`config.mk`:
```
export PLATFORM = sky130hd
export DESIGN_NAME = bcc_charger_control
export DESIGN_NICKNAME = d
export VERILOG_FILES = /design/src/hdl/bcc_pkg.sv /design/src/hdl/bcc_charger_control.sv
export VERILOG_INCLUDE_DIRS = /design/src /design/src/hdl
export SDC_FILE = /design/constraint.sdc
export NUM_CORES = 1
export LEC_CHECK = 0
export BUFFER_PORTS_ARGS = -buffer_cell sky130_fd_sc_hd__buf_4
export CORE_MARGIN = 4
export CORE_UTILIZATION = 40
export DETAILED_ROUTE_END_ITERATION = 10
export HOLD_SLACK_MARGIN = 0.06
export PLACE_DENSITY = 0.69
export SLEW_MARGIN = 20
export SYNTH_ARGS = -nofsm -noshare
export SYNTH_HDL_FRONTEND = slang
export SYNTH_SLANG_ARGS = --single-unit
```
`constraint.sdc`:
```
create_clock -name mclk_i -period 3 [get_ports mclk_i]
set_input_delay 0.15 -clock mclk_i [delete_from_list [all_inputs] [get_ports mclk_i]]
set_output_delay 0.15 -clock mclk_i [all_outputs]
set_load 0.005 [all_outputs]
```
`src/hdl/bcc_defines.svh`:
```
// Register offsets, field positions, reset values and timing counts of the charger control.
// Assumes inclusion by bare name from the design file.
`ifndef BCC_DEFINES_SVH
`define BCC_DEFINES_SVH
`define BCC_OFS_THERM1 8'h1a
`define BCC_OFS_THERM2 8'h1b
`define BCC_OFS_THERM3 8'h1c
`define BCC_OFS_CHGCTL 8'h1d
`define BCC_OFS_PRETHR 8'h1e
`define BCC_OFS_DSWCTL 8'h2f
`define BCC_OFS_FLTCFG 8'h35
`define BCC_OFS_STATUS 8'h40
`define BCC_OFS_WEAKCTL 8'h41
// Thermal config 1/2: [2:0] zone current modifier, [3] zone charge enable, [4] voltage reduce.
`define BCC_TC_MOD_LSB 0
`define BCC_TC_ZEN_BIT 3
`define BCC_TC_VRED_BIT 4
// Thermal config 3: [0] control enable, [2:1] pull-up config.
`define BCC_TC3_EN_BIT 0
`define BCC_TC3_PU_LSB 1
// Charger control 1: [0] charge enable, [3:1] precharge current code.
`define BCC_CC_EN_BIT 0
`define BCC_CC_PCUR_LSB 1
// Data switch: [1:0] switch mode, [3:2] aux mode, [4] aux level.
`define BCC_DS_AUXM_LSB 2
`define BCC_DS_LVL_BIT 4
// Fault input config: [0] fault input enable, [1] suspend mask.
`define BCC_FC_EN_BIT 0
`define BCC_FC_SMASK_BIT 1
// Weak battery control: [0] weak battery enable.
`define BCC_WB_EN_BIT 0
`define BCC_RST_THERM 8'h00
`define BCC_RST_CHGCTL 8'h00
`define BCC_RST_PRETHR 8'h00
`define BCC_RST_DSWCTL 8'h00
`define BCC_RST_FLTCFG 8'h01
`define BCC_RST_WEAKCTL 8'h01
`define BCC_CLK_MHZ 100
`define BCC_DONE_DEB_US 140
`define BCC_DONE_DEB_CYC (`BCC_DONE_DEB_US * `BCC_CLK_MHZ)
`define BCC_WEAK_MIN 2
`define BCC_WEAK_CYC (`BCC_WEAK_MIN * 64'd60 * 64'd1000000 * `BCC_CLK_MHZ)
`define BCC_ILIM_500MA 8'h04
`define BCC_ILIM_ZERO 8'h00
`define BCC_PCUR_MAX 3'h7
`endif

```
`src/hdl/bcc_pkg.sv`:
```
// Types shared by the charger control logic.
// Assumes the defines header is available on the include path.
package bcc_pkg;
  typedef enum logic [2:0] {
    BCC_IDLE = 3'b000,
    BCC_PRE = 3'b001,
    BCC_FAST = 3'b010,
    BCC_TERM = 3'b011,
    BCC_DONE = 3'b100,
    BCC_FAULT = 3'b101
  } bcc_phase_e;
  typedef enum logic [1:0] {
    BCC_CONV_OFF = 2'b00,
    BCC_CONV_VSRC = 2'b01,
    BCC_CONV_ISRC = 2'b10
  } bcc_conv_e;
  typedef enum logic [1:0] {
    BCC_WB_IDLE = 2'b00,
    BCC_WB_RUN = 2'b01,
    BCC_WB_EXPIRED = 2'b10
  } bcc_weak_e;
endpackage
```
`src/hdl/bcc_charger_control.sv`:
```
// Charger control: phase sequencing, done debounce, thermal zones, weak battery, pins.
// Assumes a register write/read port from an external serial slave and analog comparators
// that are synchronous to mclk_i except the two host pins, which are synchronised here.
// Analog loops and the serial slave sit outside.
//
// Behaviour
// - Voltage-source mode in precharge/termination, current in fast charge, else off.
// - Precharge current programmable, capped at 500mA.
// - Per-zone three-bit fast current modifier.
// - Precharge threshold from its config register.
// - No charge done while input limit active.
// - Done must hold 140us before declaring.
// - Thermal zones apply only when enabled.
// - Outside all zones, charger off when monitoring.
// - Pull-up field enables thermistor switch.
// - Per-zone charge disable and voltage reduction.
// - SDP and low battery: 500mA, 2min, zero.
// - Clearing weak enable stops sequence, host control.
// - Thermistor pulled high clears battery present.
// - Data switch manual or automatic on SDP/CDP.
// - Aux regulator auto or manual, level selectable.
// - Host pins honoured only with input supply.
// - Suspend opens switch, zero limit, unless masked.
// - Fault input places charger in fault.
// - Orientation low when CC1 active, else released.
// - System OK asserted while rail above threshold.
// - Rail undervoltage opens input protection switch.
// - Connector supply enable when powered device found.
// - Fault input active low, high releases.
// - Latched faults persist until charge enable cycled.
`timescale 1ns/1ps
`include "bcc_defines.svh"
module bcc_charger_control
  import bcc_pkg::*;
#(
  // Countdown length; wider than 32 bits.
  parameter longint unsigned WEAK_CYCLES = `BCC_WEAK_CYC
) (
  input wire logic mclk_i,
  input wire logic rst_i,

  // Register port.
  input wire logic reg_wr_i,
  input wire logic [7:0] reg_addr_i,
  input wire logic [7:0] reg_wdata_i,
  output logic [7:0] reg_rdata_o,
  output logic reg_valid_o,

  // Supply, host pins and comparators.
  input wire logic input_supply_i,
  input wire logic force_suspend_in_i,
  input wire logic fault_in_n_i,
  input wire logic thermistor_sense_high_i,
  input wire logic [1:0] temp_zone_i,
  input wire logic temp_in_zone_i,
  input wire logic bat_below_precharge_i,
  input wire logic done_current_i,
  input wire logic ilim_active_i,
  input wire logic timer_expired_i,
  input wire logic sys_above_uv_i,
  input wire logic sdp_detected_i,
  input wire logic cdp_detected_i,
  input wire logic cc1_active_i,
  input wire logic vconn_needed_i,

  // Charger phase and converter.
  output logic [2:0] phase_o,
  output logic [1:0] conv_mode_o,
  output logic [2:0] precharge_current_o,
  output logic [2:0] fast_current_mod_o,
  output logic [7:0] precharge_threshold_o,
  output logic voltage_reduce_o,
  output logic charge_done_o,
  output logic thermistor_pullup_o,

  // Input path and switches.
  output logic [7:0] input_ilim_o,
  output logic ilim_override_o,
  output logic input_switch_open_o,
  output logic data_switch_on_o,
  output logic aux_regulator_out_o,
  output logic aux_regulator_level_o,

  // Open-drain pins as level and enable.
  output logic orientation_out_o,
  output logic orientation_out_oe_o,
  output logic system_ok_out_o,
  output logic system_ok_out_oe_o,
  output logic conn_supply_enable_o
);

  // ===========================================================================
  // Registers
  // ===========================================================================
  // Host-written configuration.
  logic [7:0] thermal_config_1;
  logic [7:0] thermal_config_2;
  logic [7:0] thermal_config_3;
  logic [7:0] charger_control_1;
  logic [7:0] precharge_threshold_config;
  logic [7:0] data_switch_control;
  logic [7:0] fault_input_config;
  logic [7:0] weak_control;

  // Pin synchroniser stages.
  logic susp_s1;
  logic susp_s2;
  logic flt_s1;
  logic flt_s2;

  // Sequencer state and counters.
  bcc_phase_e phase;
  bcc_weak_e weak_state;
  logic [13:0] deb_cnt;
  logic [33:0] weak_cnt;
  logic done_flag;
  logic chg_en_d;
  logic fault_latched;

  // Register writes from the serial slave.
  always_ff @(posedge mclk_i) begin
    if (rst_i) begin
      thermal_config_1 <= `BCC_RST_THERM;
      thermal_config_2 <= `BCC_RST_THERM;
      thermal_config_3 <= `BCC_RST_THERM;
      charger_control_1 <= `BCC_RST_CHGCTL;
      precharge_threshold_config <= `BCC_RST_PRETHR;
      data_switch_control <= `BCC_RST_DSWCTL;
      fault_input_config <= `BCC_RST_FLTCFG;
      weak_control <= `BCC_RST_WEAKCTL;
    end else if (reg_wr_i) begin
      case (reg_addr_i)
        `BCC_OFS_THERM1: thermal_config_1 <= reg_wdata_i;
        `BCC_OFS_THERM2: thermal_config_2 <= reg_wdata_i;
        `BCC_OFS_THERM3: thermal_config_3 <= reg_wdata_i;
        `BCC_OFS_CHGCTL: charger_control_1 <= reg_wdata_i;
        `BCC_OFS_PRETHR: precharge_threshold_config <= reg_wdata_i;
        `BCC_OFS_DSWCTL: data_switch_control <= reg_wdata_i;
        `BCC_OFS_FLTCFG: fault_input_config <= reg_wdata_i;
        `BCC_OFS_WEAKCTL: weak_control <= reg_wdata_i;
        default: ;
      endcase
    end
  end

  // Control bits decoded from the registers.
  wire charge_enable = charger_control_1[`BCC_CC_EN_BIT];
  wire [2:0] pcur_code = charger_control_1[`BCC_CC_PCUR_LSB +: 3];
  wire thermal_control_enable = thermal_config_3[`BCC_TC3_EN_BIT];
  wire [1:0] thermistor_pullup_config = thermal_config_3[`BCC_TC3_PU_LSB +: 2];

  // Switch and regulator modes.
  wire [1:0] data_switch_mode = data_switch_control[1:0];
  wire [1:0] aux_mode = data_switch_control[`BCC_DS_AUXM_LSB +: 2];
  wire aux_regulator_level = data_switch_control[`BCC_DS_LVL_BIT];

  // Pin and countdown enables.
  wire fault_in_enable = fault_input_config[`BCC_FC_EN_BIT];
  wire suspend_mask = fault_input_config[`BCC_FC_SMASK_BIT];
  wire weak_battery_enable = weak_control[`BCC_WB_EN_BIT];

  // ===========================================================================
  // Pin synchronisers
  // ===========================================================================
  // Two stages for the asynchronous host pins; only stage two is used.
  always_ff @(posedge mclk_i) begin
    if (rst_i) begin
      susp_s1 <= 1'b0;
      susp_s2 <= 1'b0;
      flt_s1 <= 1'b1;
      flt_s2 <= 1'b1;
    end else begin
      susp_s1 <= force_suspend_in_i;
      susp_s2 <= susp_s1;
      flt_s1 <= fault_in_n_i;
      flt_s2 <= flt_s1;
    end
  end

  // Pin effects gated by input supply presence.
  wire suspend_active = input_supply_i && susp_s2 && !suspend_mask;
  wire forced_fault = input_supply_i && fault_in_enable && !flt_s2;

  // ===========================================================================
  // Thermal zones
  // ===========================================================================
  // Zone 0 is the cold zone, 1 the middle zone, 2 the hot zone.
  wire zone_cold = (temp_zone_i == 2'd0);
  wire zone_hot = (temp_zone_i == 2'd2);
  wire [7:0] zone_cfg = zone_hot ? thermal_config_2 : thermal_config_1;
  wire zone_charge_enable = zone_cfg[`BCC_TC_ZEN_BIT];
  wire zone_voltage_reduce = zone_cfg[`BCC_TC_VRED_BIT];
  wire [2:0] zone_fast_current_mod = zone_cfg[`BCC_TC_MOD_LSB +: 3];

  // Cold or hot zone may forbid charging.
  wire zone_block = (zone_cold || zone_hot) && !zone_charge_enable;
  wire thermal_off = thermal_control_enable && (!temp_in_zone_i || zone_block);

  // ===========================================================================
  // Charge phase sequencing
  // ===========================================================================
  // Release edge and qualifiers.
  wire chg_en_fall = chg_en_d && !charge_enable;
  wire done_raw = done_current_i && !ilim_active_i;
  wire allow = charge_enable && !thermal_off && !suspend_active && !forced_fault;

  // Next phase.
  bcc_phase_e next_phase;

  // Next phase; latched faults leave only on a charge enable cycle.
  always_comb begin
    next_phase = phase;
    case (phase)
      BCC_IDLE: if (allow) next_phase = BCC_PRE;
      BCC_PRE: begin
        if (!allow) next_phase = BCC_IDLE;
        else if (!bat_below_precharge_i) next_phase = BCC_FAST;
      end
      BCC_FAST: if (!allow) next_phase = BCC_IDLE;
        else if (done_current_i) next_phase = BCC_TERM;
      BCC_TERM: if (!allow) next_phase = BCC_IDLE;
        else if (done_flag) next_phase = BCC_DONE;
      BCC_DONE: if (!allow) next_phase = BCC_IDLE;
      default: next_phase = BCC_FAULT;
    endcase
    // Faults override every phase.
    if (fault_latched || forced_fault) next_phase = BCC_FAULT;
    else if (phase == BCC_FAULT) next_phase = BCC_IDLE;
  end

  // Phase register and latched fault.
  always_ff @(posedge mclk_i) begin
    if (rst_i) begin
      phase <= BCC_IDLE;
      chg_en_d <= 1'b0;
      fault_latched <= 1'b0;
    end else begin
      phase <= next_phase;
      chg_en_d <= charge_enable;
      if (timer_expired_i && phase != BCC_IDLE) fault_latched <= 1'b1;
      else if (chg_en_fall) fault_latched <= 1'b0;
    end
  end

  // Done debounce.
  always_ff @(posedge mclk_i) begin
    if (rst_i) begin
      deb_cnt <= 14'h0000;
      done_flag <= 1'b0;
    end else if (!done_raw || phase != BCC_TERM) begin
      deb_cnt <= 14'h0000;
      done_flag <= 1'b0;
    end else if (deb_cnt == 14'(`BCC_DONE_DEB_CYC - 1)) begin
      done_flag <= 1'b1;
    end else begin
      deb_cnt <= deb_cnt + 14'h0001;
    end
  end

  // ===========================================================================
  // Weak battery timer
  // ===========================================================================
  // Countdown start.
  wire weak_start = sdp_detected_i && bat_below_precharge_i;

  // Weak battery countdown.
  always_ff @(posedge mclk_i) begin
    if (rst_i) begin
      weak_state <= BCC_WB_IDLE;
      weak_cnt <= 34'h0;
    end else if (!weak_battery_enable || !input_supply_i) begin
      weak_state <= BCC_WB_IDLE;
      weak_cnt <= 34'h0;
    end else begin
      case (weak_state)
        BCC_WB_IDLE: if (weak_start) weak_state <= BCC_WB_RUN;
        BCC_WB_RUN: begin
          if (weak_cnt == 34'(WEAK_CYCLES - 1)) weak_state <= BCC_WB_EXPIRED;
          else weak_cnt <= weak_cnt + 34'h1;
        end
        BCC_WB_EXPIRED: ;
        default: weak_state <= BCC_WB_IDLE;
      endcase
    end
  end

  // ===========================================================================
  // Output stage
  // ===========================================================================
  // Converter and switch decode.
  wire pre_like = (phase == BCC_PRE) || (phase == BCC_TERM);
  wire [2:0] pcur = (pcur_code > `BCC_PCUR_MAX) ? `BCC_PCUR_MAX : pcur_code;
  wire port_ok = sdp_detected_i || cdp_detected_i;
  wire dsw_on = (data_switch_mode == 2'b01) ||
                ((data_switch_mode == 2'b10) && port_ok);
  wire aux_on = input_supply_i && ((aux_mode == 2'b01) ||
                ((aux_mode == 2'b10) && port_ok));

  // Forced zero input limit.
  wire zero_ilim = suspend_active || (weak_state == BCC_WB_EXPIRED);

  // Register read mux.
  wire [7:0] rd_mux =
    (reg_addr_i == `BCC_OFS_THERM1) ? thermal_config_1 :
    (reg_addr_i == `BCC_OFS_THERM2) ? thermal_config_2 :
    (reg_addr_i == `BCC_OFS_THERM3) ? thermal_config_3 :
    (reg_addr_i == `BCC_OFS_CHGCTL) ? charger_control_1 :
    (reg_addr_i == `BCC_OFS_PRETHR) ? precharge_threshold_config :
    (reg_addr_i == `BCC_OFS_DSWCTL) ? data_switch_control :
    (reg_addr_i == `BCC_OFS_FLTCFG) ? fault_input_config :
    (reg_addr_i == `BCC_OFS_WEAKCTL) ? weak_control :
    (reg_addr_i == `BCC_OFS_STATUS) ?
      {cc1_active_i, fault_latched, done_flag, !thermistor_sense_high_i, 1'b0, phase} : 8'h00;

  // Mapped address flag.
  wire rd_valid = (rd_mux != 8'h00) || (reg_addr_i == `BCC_OFS_THERM1) ||
                  (reg_addr_i == `BCC_OFS_THERM2) || (reg_addr_i == `BCC_OFS_THERM3) ||
                  (reg_addr_i == `BCC_OFS_CHGCTL) || (reg_addr_i == `BCC_OFS_PRETHR) ||
                  (reg_addr_i == `BCC_OFS_DSWCTL) || (reg_addr_i == `BCC_OFS_FLTCFG) ||
                  (reg_addr_i == `BCC_OFS_WEAKCTL) || (reg_addr_i == `BCC_OFS_STATUS);

  // All outputs registered.
  // Open-drain levels stay low.
  always_ff @(posedge mclk_i) begin
    if (rst_i) begin
      reg_rdata_o <= 8'h00;
      reg_valid_o <= 1'b0;
      phase_o <= 3'h0;
      conv_mode_o <= 2'h0;
      precharge_current_o <= 3'h0;
      fast_current_mod_o <= 3'h0;
      precharge_threshold_o <= 8'h00;
      voltage_reduce_o <= 1'b0;
      charge_done_o <= 1'b0;
      thermistor_pullup_o <= 1'b0;
      input_ilim_o <= 8'h00;
      ilim_override_o <= 1'b0;
      input_switch_open_o <= 1'b1;
      data_switch_on_o <= 1'b0;
      aux_regulator_out_o <= 1'b0;
      aux_regulator_level_o <= 1'b0;
      orientation_out_o <= 1'b0;
      orientation_out_oe_o <= 1'b0;
      system_ok_out_o <= 1'b0;
      system_ok_out_oe_o <= 1'b0;
      conn_supply_enable_o <= 1'b0;
    end else begin
      reg_rdata_o <= rd_mux;
      reg_valid_o <= rd_valid;
      phase_o <= phase;
      conv_mode_o <= pre_like ? BCC_CONV_VSRC :
                     (phase == BCC_FAST) ? BCC_CONV_ISRC : BCC_CONV_OFF;
      precharge_current_o <= pcur;
      fast_current_mod_o <= thermal_control_enable ? zone_fast_current_mod : 3'h0;
      precharge_threshold_o <= precharge_threshold_config;
      voltage_reduce_o <= thermal_control_enable && zone_voltage_reduce;
      charge_done_o <= (phase == BCC_DONE);
      thermistor_pullup_o <= (phase != BCC_IDLE) || (thermistor_pullup_config != 2'b00);
      input_ilim_o <= zero_ilim ? `BCC_ILIM_ZERO : `BCC_ILIM_500MA;
      ilim_override_o <= zero_ilim || (weak_state == BCC_WB_RUN);
      input_switch_open_o <= suspend_active || !sys_above_uv_i;
      data_switch_on_o <= dsw_on;
      aux_regulator_out_o <= aux_on;
      aux_regulator_level_o <= aux_regulator_level;

      // Supply-gated pin enables.
      orientation_out_oe_o <= input_supply_i && cc1_active_i;
      system_ok_out_oe_o <= input_supply_i && sys_above_uv_i;
      conn_supply_enable_o <= input_supply_i && vconn_needed_i;
    end
  end

endmodule

```
==> flow_metrics.env <==
export IMPL_outcome="completed"
export IMPL_peakVddDrop_mv=0.493
export IMPL_cp_max_fo=10
export IMPL_final_max_slew_violation_count=0
export IMPL_root_buffer="clkbuf_16"
export IMPL_cts_setup_buffers=0
export IMPL_crit_type="flop to flop"
export IMPL_grt_use_met3=0.0439
export IMPL_syn_to_final_growth_pct=18.8
export IMPL_grt_overflow=0
export IMPL_synth_area_sq_mm=0.00727
export IMPL_grt_max_degree=93
export IMPL_end_kind="flop"
export IMPL_startpoint_type="flop"
export IMPL_synth_area_per_cell_sq_um=8.54
export IMPL_final_cell_mix="dfxtp_1 (164), buf_4 (88), nor2_1 (83)"
export IMPL_groute_usage_overall=0.188
export IMPL_ys_async_sr_fraction=0
export IMPL_num_antenna_cells=0
export IMPL_hold_start="reg_wdata_i[2]"
export IMPL_hold_viol=0
export IMPL_met1_usage=0.260
export IMPL_synth_top_family_by_area="simple AND/OR/NAND/NOR gates"
export IMPL_coreArea_sq_mm=0.0179
export IMPL_synthSimpleGateAreaFrac=0.269
export IMPL_path_clk_slew_ns=0.06
export IMPL_cp_arrival_ns=2.82
export IMPL_routabilityCongestion=0.855
export IMPL_worstMarginPinSlew_ns=0.955
export IMPL_ant_nets=0
export IMPL_avgRoutedWirePerCell_um=16.6
export IMPL_power_uw=4450
export IMPL_rr_worst_depth=5
export IMPL_fill_cells=1702
export IMPL_fin_area_sq_mm=0.00863
export IMPL_rsz0062_at_grt="no"
export IMPL_die_w_um=143
export IMPL_drive_gt1_frac=0.146
export IMPL_layout_commonest_cell="dfxtp_1"
export IMPL_dr_pass1_iters=5
export IMPL_r2r_slack_ns=0.54
export IMPL_cts_sink_count=164
export IMPL_finalCritPeriodShare=0.821
export IMPL_synth_seq_cells=164
export IMPL_insertion_delay_ns=0.42
export IMPL_maxCapViolations=0
export IMPL_max_freq_ghz=0.406
export IMPL_p_leak_uw=0.00298
export IMPL_cts_inserted_buffers=17
export IMPL_busiest_layer="met2"
export IMPL_num_vias=6344
export IMPL_fp_dieArea_sq_mm=0.0204
export IMPL_multiInputGateArea_sq_mm=0.00365
export IMPL_yosysSeqAreaShare=0.452
export IMPL_core_rowCount=49
export IMPL_hold_class="input pin to flop"
export IMPL_pin_count=84
export IMPL_synthFlopType="dfxtp_1"
export IMPL_synth_edf_count=0
export IMPL_finClkSkew_ns=0.0109
export IMPL_start_util=0.406
export IMPL_cts_tree="yes"
export IMPL_synthXorXnorAreaFrac=0.0313
export IMPL_portBuffers=74
export IMPL_place_area_sq_mm=0.00794
export IMPL_utilization=0.482
export IMPL_min_path_cells=3
export IMPL_ff_latch_area_sq_mm=0.00328
export IMPL_layout_min_cycle_time_ns=2.46
export IMPL_grtUsageMet2=0.293
export IMPL_muxShareOfSynthArea=0.0553
export IMPL_clockBufferDepth=2
export IMPL_setup_viol=0
export IMPL_dp_hpwl_mm=12.8
export IMPL_power_density_mw_per_mm2=515
export IMPL_synth_cell_types=65
export IMPL_min_to="fault_input_config[2]"
export IMPL_grt_pass1_wl_mm=30.9
export IMPL_routed_wl_mm=19.1
export IMPL_htreeDepth=4
export IMPL_netlist_instances=851
export IMPL_r2r_start="weak_cnt[12]"
export IMPL_drtIter0Drc=463
export IMPL_worstPathRequired_ns=3.35
export IMPL_ys_warn_count=0
export IMPL_grt_pass1_vias=5898
export IMPL_r2r_end="weak_cnt[33]"
export IMPL_nets=949
export IMPL_setup_tns_ns=0
export IMPL_hold_ws_ns=0.0835
export IMPL_synthAdderAreaFrac=0.00344
export IMPL_die_h_um=143
export IMPL_route_detailed_drc=0
export IMPL_synth_compound_area_frac=0.138
export IMPL_routed_via_density=5.50
export IMPL_antenna_found_initial=1
export IMPL_max_slew_margin_rel=0.363
worst max-delay path, cell delays in order, from the launching register on:
cell and delay [ns]:
dfxtp_1 0.41, nand4_1 0.18, or4_1 0.74, or3_4 0.45
or4_1 0.47, a21oi_1 0.14
Yosys cell counts (all sizes together) (2+ instances only):
cell type / count / share of area
clkbuf: 47 / 0.024
nor3b: 2 / 0.0021
nor4b: 3 / 0.0057
or3b: 3 / 0.0036
o31ai: 13 / 0.013
a22oi: 8 / 0.0083
a211oi: 2 / 0.0021
o21ai: 27 / 0.019
mux2i: 39 / 0.054
nand4: 12 / 0.011
nand2: 71 / 0.037
buf: 22 / 0.018
a221o: 7 / 0.0096
a21boi: 3 / 0.0031
xor2: 10 / 0.012
and2: 13 / 0.011
and3: 8 / 0.0069
xnor2: 16 / 0.019
a21oi: 73 / 0.050
nand2b: 10 / 0.0086
nand3b: 7 / 0.0072
inv: 17 / 0.0088
a31oi: 2 / 0.0017
nand3: 62 / 0.043
or3: 6 / 0.0059
a22o: 3 / 0.0036
a21o: 3 / 0.0031
o21bai: 2 / 0.0021
a221oi: 5 / 0.0060
nor2: 83 / 0.043
nor2b: 21 / 0.018
dfxtp: 164 / 0.45
or4: 15 / 0.015
and4: 5 / 0.0060
or2: 4 / 0.0034
ha: 2 / 0.0034
a311oi: 2 / 0.0024
nor3: 25 / 0.018
nor4: 17 / 0.018
per-layer routing:
| layer | vias up | wire [um] | part of all wire |
|---|---|---|---|
| met5 | - | 8 | 0.00042 |
| met4 | 2 | 414 | 0.022 |
| met3 | 34 | 1180 | 0.062 |
| met2 | 190 | 8840 | 0.46 |
| met1 | 2995 | 8660 | 0.45 |
| li1 | 3123 | - | - |
cell families after synthesis:
family	count (synthesis)
AND/OR/NAND/NOR	371
flip-flops	164
AO/OA/AOI/OAI	161
buffers and inverters	86
multiplexers	40
XOR/XNOR	26
adder cells (fa/ha/maj)	2
other	1
power breakdown:
group,total (uW),switching (uW),internal [uW]
logic,229,141,87.6
registers,2200,8.41,2190
clock network,2020,927,1090
registers in the layout (all words and copies together) (netlist names), 8 cells and up:
register and cells:
deb_cnt 14, data_switch_control 8, fault_input_config 8, weak_control 8, precharge_threshold_o 8, reg_rdata_o 8
weak_cnt 34, thermal_config_2 8, charger_control_1 8, thermal_config_1 8, thermal_config_3 8, precharge_threshold_config 8
worst max path at each step:
| stage | startpoint | endpoint | slack [ns] | depth (start not counted) |
|---|---|---|---|---|
| after floorplan | weak_cnt[7] | weak_cnt[33] | 0.80 | 6 |
| after global placement | reg_addr_i[7] | charger_control_1[1] | 0.58 | 6 |
| after detailed placement | reg_addr_i[7] | charger_control_1[6] | 0.49 | 6 |
| after CTS | weak_cnt[12] | weak_cnt[33] | 0.55 | 5 |
| after global routing | weak_cnt[12] | weak_cnt[33] | 0.36 | 5 |
| final | weak_cnt[12] | weak_cnt[33] | 0.54 | 5 |
repair_timing:
| action | CTS | global route |
|---|---|---|
| hold buffers | 15 | 0 |
| resized for setup | 0 | 0 |
| hold endpoints to repair | 34 | 0 |
area by class of cell:
| class | count | share of cell area |
|---|---|---|
| clock inverter | 14 | 0.0120 |
| inverter | 17 | 0.00739 |
| multi-input combinational | 609 | 0.422 |
| clock buffer | 18 | 0.0509 |
| timing repair buffer | 103 | 0.0939 |
| sequential | 164 | 0.380 |
| tap | 229 | 0.0332 |
stage by stage:
step	cells	setup slack [ns]
after floorplan	859	0.796
after global placement	1107	0.580
after detailed placement	1107	0.489
after CTS	1154	0.545
after global routing	1154	0.363
final	1154	0.537
No activity file was read; power rests on OpenSTA's default activity.
